[src/addr_mode_pkg.sv]
// Constants and carrier types for the addressing input mode selector
// Contract
// - As a slave the input mode may switch only while the addressing channel is not yet locked.
// - Once the channel is active the mode in effect at activation is held until an IC reset.
// - The logic-level mode is entered after the input stays high longer than the qualification time.
// - The logic-level mode is left for current mode after the input stays low longer than the qualification time.
// - The qualification filter period lies between 7.68 ms and 8.192 ms of the internal clock.
// - At the end of initialization the initial mode follows the input level at that moment.
// - In master, repeater or monitor role the input is always treated as logic level.
// - In master role equal data inputs select a low-active stream that idles high.
// - In master role unequal data inputs select a high-active stream that idles low.
// - The channel activates only after four consecutive correct telegrams within the activation window.
package addr_mode_pkg;
    // Clock cycles per microsecond at 250 MHz
    localparam int unsigned CYCLES_PER_US = 250;
    // Qualification filter time in microseconds (7.680 ms)
    localparam int unsigned QUAL_TIME_US = 7680;
    // Filter length in clock cycles; kept in microseconds so the product fits 32 bits
    localparam int unsigned QUAL_CYCLES = QUAL_TIME_US * CYCLES_PER_US;
    localparam int unsigned QUAL_CNT_W = 21;

    // Role of the chip on the bus
    typedef enum logic [1:0] {ROLE_SLAVE, ROLE_MASTER, ROLE_REPEATER, ROLE_MONITOR} role_t;

    // Mode outputs carried together
    typedef struct packed {
        logic logic_mode;
        logic stream_low_active;
        logic locked;
    } mode_status_t;
endpackage

[src/addr_mode_select.sv]
// Addressing input mode selector: current versus logic-level interpretation
`timescale 1ns/1ps
module addr_mode_select
    import addr_mode_pkg::*;
#(
    parameter int unsigned QUAL_COUNT = QUAL_CYCLES
)
(
    input wire logic clk_sys_in,
    input wire logic rst_n_in,
    input wire logic clk_en_in,
    input wire logic addressing_input_in,
    input wire logic data_in_0_in,
    input wire logic data_in_1_in,
    input wire role_t role_in,
    input wire logic init_done_in,
    input wire logic channel_activate_in,
    output mode_status_t status_out
);
    // Sequencing: wait for initialization, filter, then freeze on lock
    typedef enum logic [1:0] {ST_INIT, ST_FILTER, ST_LOCKED} state_t;

    // Role test shared by the mode and polarity paths
    function automatic logic role_is_slave(input role_t role);
        return (role == ROLE_SLAVE);
    endfunction

    // Equal pins keep the legacy low-active stream
    function automatic logic pins_select_low(input logic pin_a, input logic pin_b);
        return (pin_a == pin_b);
    endfunction

    // Sequencer state
    state_t state_reg;
    state_t state_next;

    // Qualification timer
    logic [QUAL_CNT_W-1:0] qual_cnt_reg;
    logic [QUAL_CNT_W-1:0] qual_cnt_next;

    // Input level seen at the previous enabled edge
    logic last_level_reg;

    // Input mode chosen for slave operation, 1 = logic level
    logic slave_mode_reg;
    logic slave_mode_next;

    // Output flops
    mode_status_t status_reg;
    mode_status_t status_next;

    // Decoded conditions, named for the processes below
    wire logic is_slave;
    wire logic in_init;
    wire logic in_filter;
    wire logic level_changed;
    wire logic wants_switch;
    wire logic qual_expired;
    wire logic timer_clear;
    wire logic lock_request;
    wire logic switch_now;
    wire logic polarity_low;
    wire logic [QUAL_CNT_W-1:0] qual_limit;

    // Role and state decode
    assign is_slave = role_is_slave(role_in);
    assign in_init = (state_reg == ST_INIT);
    assign in_filter = (state_reg == ST_FILTER);

    // Level tracking; any change restarts the filter
    assign level_changed = (addressing_input_in != last_level_reg);
    // Only a level opposite to the current mode is worth qualifying
    assign wants_switch = (addressing_input_in != slave_mode_reg);

    // Filter limit cut to the counter width on purpose
    assign qual_limit = QUAL_CNT_W'(QUAL_COUNT);
    assign qual_expired = (qual_cnt_reg >= qual_limit);

    // Timer held at zero outside filtering so a later start is clean
    assign timer_clear = !in_filter || level_changed || !wants_switch;

    // Lock is accepted only from the filtering state and only as a slave
    assign lock_request = in_filter && is_slave && channel_activate_in;

    // Lock wins over a switch falling in the same cycle
    assign switch_now = in_filter && !lock_request && qual_expired && wants_switch && !level_changed;

    // Stream polarity from the two data pins
    assign polarity_low = pins_select_low(data_in_0_in, data_in_1_in);

    // Timer restarts on any level change so short pulses never switch
    always_comb
    begin
        qual_cnt_next = qual_cnt_reg;
        if (timer_clear)
            qual_cnt_next = '0;
        else if (!qual_expired)
            qual_cnt_next = qual_cnt_reg + QUAL_CNT_W'(1);
    end

    // Sequencer: initial pick, qualified switching, then freeze
    always_comb
    begin
        state_next = state_reg;
        unique case (state_reg)
            ST_INIT:
                if (init_done_in)
                    state_next = ST_FILTER;
            ST_FILTER:
                if (lock_request)
                    state_next = ST_LOCKED;
            ST_LOCKED:
                state_next = ST_LOCKED;
            default:
                state_next = ST_INIT;
        endcase
    end

    // Slave mode: taken once at initialization, then only after qualification
    always_comb
    begin
        slave_mode_next = slave_mode_reg;
        if (in_init && init_done_in)
            slave_mode_next = addressing_input_in;
        else if (switch_now)
            slave_mode_next = addressing_input_in;
    end

    // Outputs assembled from next state so they leave straight from flops
    always_comb
    begin
        status_next.logic_mode = is_slave ? slave_mode_next : 1'b1;
        status_next.stream_low_active = is_slave ? 1'b0 : polarity_low;
        status_next.locked = (state_next == ST_LOCKED);
    end

    // Sequencer flop; reset is the only exit from the locked state
    always_ff @(posedge clk_sys_in or negedge rst_n_in)
    begin
        if (!rst_n_in)
        begin
            state_reg <= ST_INIT;
        end
        else if (clk_en_in)
        begin
            state_reg <= state_next;
        end
    end

    // Qualification timer flop
    always_ff @(posedge clk_sys_in or negedge rst_n_in)
    begin
        if (!rst_n_in)
        begin
            qual_cnt_reg <= '0;
        end
        else if (clk_en_in)
        begin
            qual_cnt_reg <= qual_cnt_next;
        end
    end

    // Previous level; only enabled edges count as samples
    always_ff @(posedge clk_sys_in or negedge rst_n_in)
    begin
        if (!rst_n_in)
        begin
            last_level_reg <= 1'b0;
        end
        else if (clk_en_in)
        begin
            last_level_reg <= addressing_input_in;
        end
    end

    // Slave mode flop, current mode until initialization picks one
    always_ff @(posedge clk_sys_in or negedge rst_n_in)
    begin
        if (!rst_n_in)
        begin
            slave_mode_reg <= 1'b0;
        end
        else if (clk_en_in)
        begin
            slave_mode_reg <= slave_mode_next;
        end
    end

    // Output flops; low clock enable freezes what is shown
    always_ff @(posedge clk_sys_in or negedge rst_n_in)
    begin
        if (!rst_n_in)
        begin
            status_reg <= '0;
        end
        else if (clk_en_in)
        begin
            status_reg <= status_next;
        end
    end

    // Status leaves straight from the output flops
    assign status_out = status_reg;
endmodule

[config.mk]
export PLATFORM = sky130hd
export DESIGN_NAME = addr_mode_select
export DESIGN_NICKNAME = d
export VERILOG_FILES = /design/src/addr_mode_pkg.sv /design/src/addr_mode_select.sv
export SDC_FILE = /design/constraint.sdc
export NUM_CORES = 1
export LEC_CHECK = 0
export BUFFER_PORTS_ARGS = -buffer_cell sky130_fd_sc_hd__buf_4
export CAP_MARGIN = 20
export CELL_PAD_IN_SITES_DETAIL_PLACEMENT = 1
export CELL_PAD_IN_SITES_GLOBAL_PLACEMENT = 1
export CORE_UTILIZATION = 41
export CTS_CLUSTER_SIZE = 30
export DETAILED_ROUTE_END_ITERATION = 12
export PLACE_DENSITY = 0.75
export SYNTH_ARGS = -nofsm -noshare
export SYNTH_HDL_FRONTEND = slang
export SYNTH_SLANG_ARGS = --single-unit
[constraint.sdc]
create_clock -name clk_sys_in -period 1.98 [get_ports clk_sys_in]
set_clock_uncertainty 0.2 [all_clocks]
set_input_delay 0.198 -clock clk_sys_in [delete_from_list [all_inputs] [get_ports clk_sys_in]]
set_output_delay 0.198 -clock clk_sys_in [all_outputs]
set_load 0.01 [all_outputs]
==> results.txt <==
The synthesized design devotes to its leading area cell type between 40% and 50% of total area. The final critical-path share of the clock period is 108.5%. The kind of end point of the critical path is a flip-flop. Detailed placement finished with a half-perimeter wire length of about 3100 µm. The flow ran to the end, but the final reports show violations. The worst-case headroom to the max-slew limit came out at between 70 and 80%. The total count of hold-check failures in the final report is 0. For the worst-skew pair, the clock arrives at the later sink with an insertion delay of approximately 0.29 ns. The cell row count came out at 21. The maximum VDD drop is around 0.51 mV. In this run the critical register-to-register path is launched from qual_cnt_reg[17]$_DFFE_PN0P_. The setup check on the worst reg-to-reg path leaves a slack of -0.17 ns.

The worst setup path is of the reg -> reg kind. The total number of yosys warnings came out at 0. The number of synthesized register bits is 28. The number of iterations in the first detailed-routing pass came out at 4. In this run, synthesis inferred 0 flip-flops with an integrated enable. The delay of the slowest cell on the worst path is 0.51 ns. The number of diodes came out at 0. The area of the mapped netlist is between 0.0015 and 0.002 mm². For this run the aggregate overflow at the end of global routing stands at 0. The worst hold path begins at addressing_input_in. The number of vias after detailed routing came out at 1584. The reported max-cap violation count came out at 0. Among all stages on the critical path, the largest delay is contributed by sky130_fd_sc_hd__or4_1. Data on the critical path is required at its endpoint by 2.02 ns. The mean post-synth cell area is around 9.4 µm². Setup total negative slack on the finished layout was measured at -1.466 ns. The measured slew at the worst slew-check pin came out at between 0.3 and 0.4 ns. The cell with the most instances after synthesis is sky130_fd_sc_hd__dfrtp_1. The endpoint of the most critical register-to-register path is qual_cnt_reg[14]$_DFFE_PN0P_. The async set-or-reset flop fraction in the synthesized netlist is between 90% and 100%. Broken down by cell family, the worst path's largest delay share belongs to simple AND/OR/NAND/NOR gates. Summed over all instances, the cell type with the most area after synthesis is sky130_fd_sc_hd__dfrtp_1. The width of the die came out at ~63 µm. The most common flop cell mapped by yosys is sky130_fd_sc_hd__dfrtp_1. After floorplanning, the core was sized to cover roughly 0.0035 mm². The via count of the first global-routing pass came out at 1767.

The TritonCTS buffer count came out at 3. The maximum count of clock buffers along a single path is 2. In this run the power density over the cells is 663.1 mW/mm².

The CTS clock-pin slew for the worst setup and hold paths came out at 0.10 ns. The floorplan step defined a die boundary enclosing 0.003996 mm². The count of fill cells added during filler insertion came out at about 390. The critical path goes through nor4_4, o2bb2ai_4, o2111ai_4, or4_1, nand2_1. The layout cell share with drive strength beyond 1 came out at slightly below 40%. The arrival time reported for the critical path endpoint came out at approximately 2.2 ns.

The count of nets after finishing is approximately 230. The final setup slack of the worst path is -0.1674 ns. 13 I/O pins were placed. The sequential fraction of the synthesis area is 45.60%. The tightest min-delay check is of the in -> reg type. After detailed routing, the average wire length per cell comes to 23.03 µm. The static leakage power is 0.9674 nW. The number of nets with antenna violations after detailed routing came out at 0. In this run, the number of DRC markers left after iteration 0 of detailed routing was 97. The vertical die dimension came out at approximately 63 µm. Synthesis produced 163 cells. The hold path endpoint is slave_mode_reg$_DFFE_PN0P_. The pin count of the biggest net entering global routing came out at 29. The achievable clock frequency is ~0.47 GHz. By count the netlist is led by 28 x sky130_fd_sc_hd__dfrtp_1, 16 x sky130_fd_sc_hd__nand2_1, 11 x sky130_fd_sc_hd__nor2_1. The count of cell types in the netlist is 42. TritonCTS built the clock tree.

The wire length of the first global-routing pass came out at 9004 µm. Summed over all layers, the routed wires come to around 6000 µm. The maximum level of the CTS H-tree came out at 1. The residual DRC count came out at 0.

The root buffer cell chosen for the clock tree is sky130_fd_sc_hd__clkbuf_8. The final reports fail on negative setup slack. The number of antenna violations at the first check in global routing is 0. The flip-flop count of the largest register after layout came out at 21. The total of endpoints with negative setup slack in the final report is 20. Input and output buffers added on the ports amount to 12. The final number of max-transition violations came out at 0. Setup repair after global routing could not meet its margin everywhere. The vias per cell came out at roughly 6.1. The weighted congestion at the end of routability-driven global placement came out at 0.8027. The worst hold path was traced through 2 stages.

STA classifies the critical path startpoint as a flip-flop. The pre-CTS setup slack came out at -0.1319 ns. CTS saw 28 sinks. Global routing used approximately 30% of the available tracks. The maximum fanout count along the critical path is 8. In the post-synthesis netlist, the biggest area contributors are sky130_fd_sc_hd__dfrtp_1 46%, sky130_fd_sc_hd__nand2_1 3.9%, sky130_fd_sc_hd__o211ai_1 3.9%, sky130_fd_sc_hd__a21oi_1 3.3%, sky130_fd_sc_hd__o21ai_0 2.9%.

The area growth from synthesis to layout came out at 45.36%. The number of nets in the synthesized netlist is 175. The critical path buffer and inverter count is 0. The final critical delay including setup and external delays came out at between 2 and 2.5 ns. The cell depth of the worst flop-to-flop path came out at 5. The initial core utilization came out at between 40% and 50%.
## metal layers
layer  GRT usage, %  up-vias  wire [µm]
met5              0        -          0
met3          6.341       27        210
met2          53.23       54       3195
met1          33.68      798       2336
li1               -      705          -
met4          14.20        0        268
## cell families after synthesis
family	count (synthesis)	share of synthesized area, %
compound gates	44	19.95
mux	3	2.117
buf+inv	14	3.990
flops	28	45.60
xor+xnor	7	3.990
simple gates	65	22.72
fa+ha+maj	2	1.628
## cell usage in the layout, fill, tap and decap left out, types with 3 or more instances in the layout
cell type                  Yosys  routed
sky130_fd_sc_hd__buf_4         0      47
sky130_fd_sc_hd__dfrtp_1      28      26
sky130_fd_sc_hd__nand2_1      16      16
sky130_fd_sc_hd__inv_1         9       9
sky130_fd_sc_hd__nor2_1       11       9
sky130_fd_sc_hd__o211ai_1      8       8
sky130_fd_sc_hd__o21ai_0       9       7
sky130_fd_sc_hd__nand3_1       7       6
sky130_fd_sc_hd__a21oi_1      10       6
sky130_fd_sc_hd__or3_1         7       5
sky130_fd_sc_hd__xor2_1        4       4
sky130_fd_sc_hd__a21oi_2       0       4
sky130_fd_sc_hd__or4_1         6       4
sky130_fd_sc_hd__o21ai_1       1       3
sky130_fd_sc_hd__nand4_1       3       3
sky130_fd_sc_hd__xnor2_1       3       3
sky130_fd_sc_hd__clkbuf_8      0       3
## worst register-to-register path: cells and delay by family, from the launching register on
| kind | cells | cell delay, ns |
|---|---|---|
| AOI/OAI and AO/OA | 2 | 0.48 |
| DFF | 1 | 0.44 |
| and+or+nand+nor | 3 | 0.96 |
## per-stage QoR
step / hold slack [ns] / util (%) / total power, mW / std cells / instance area (µm²)
floorplan: -0.2976 / - / 0.7816 / 163 / 1543
global placement: -0.05874 / 53.57 / 0.8901 / 242 / 1858
detailed placement: -0.05679 / 53.57 / 0.9092 / 242 / 1858
CTS: 0.009275 / 60.53 / 1.386 / 252 / 2100
global route: 0.02164 / 64.39 / 1.543 / 261 / 2233
finish: 0.01287 / 64.39 / 1.481 / 261 / 2233
## report_power, final
part           leakage [nW]  internal (mW)  switching (mW)
Sequential            0.373          0.609          0.0348
Clock                0.0357          0.272           0.203
Combinational         0.559          0.175           0.188
Total                 0.967           1.06           0.426
## repair_timing
item	in CTS	in global routing
hold endpoints to repair	28	0
hold buffers	1	0
resized for setup	18	15
setup endpoints to repair	17	21
cloned	1	0
pin swaps	13	3
buffers inserted	4	9
## how the worst max path moves through the flow
stage                            startpoint                           end  slack [ns]  cells after the start
3_3_place_gp   qual_cnt_reg[12]$_DFFE_PN0P_  qual_cnt_reg[19]$_DFFE_PN0P_       -0.01                      5
3_5_place_dp   qual_cnt_reg[12]$_DFFE_PN0P_  qual_cnt_reg[15]$_DFFE_PN0P_       -0.13                      5
5_1_grt        qual_cnt_reg[17]$_DFFE_PN0P_  qual_cnt_reg[14]$_DFFE_PN0P_       -0.23                      5
6_report       qual_cnt_reg[17]$_DFFE_PN0P_  qual_cnt_reg[14]$_DFFE_PN0P_       -0.17                      5
2_1_floorplan  qual_cnt_reg[12]$_DFFE_PN0P_   qual_cnt_reg[7]$_DFFE_PN0P_        0.01                      6
4_1_cts          last_level_reg$_DFFE_PN0P_  qual_cnt_reg[14]$_DFFE_PN0P_       -0.06                      5
## final cells by class
type | count | area (µm²) | area share [%]
Multi-Input combinational cell | 122 | 938.4 | 42.02
Sequential cell | 28 | 703.2 | 31.48
Timing Repair Buffer | 52 | 429.2 | 19.22
Tap cell | 46 | 57.56 | 2.577
Clock buffer | 3 | 41.29 | 1.849
Inverter | 9 | 33.78 | 1.513
Clock inverter | 1 | 30.03 | 1.345
(Power assumes the default switching activity.)
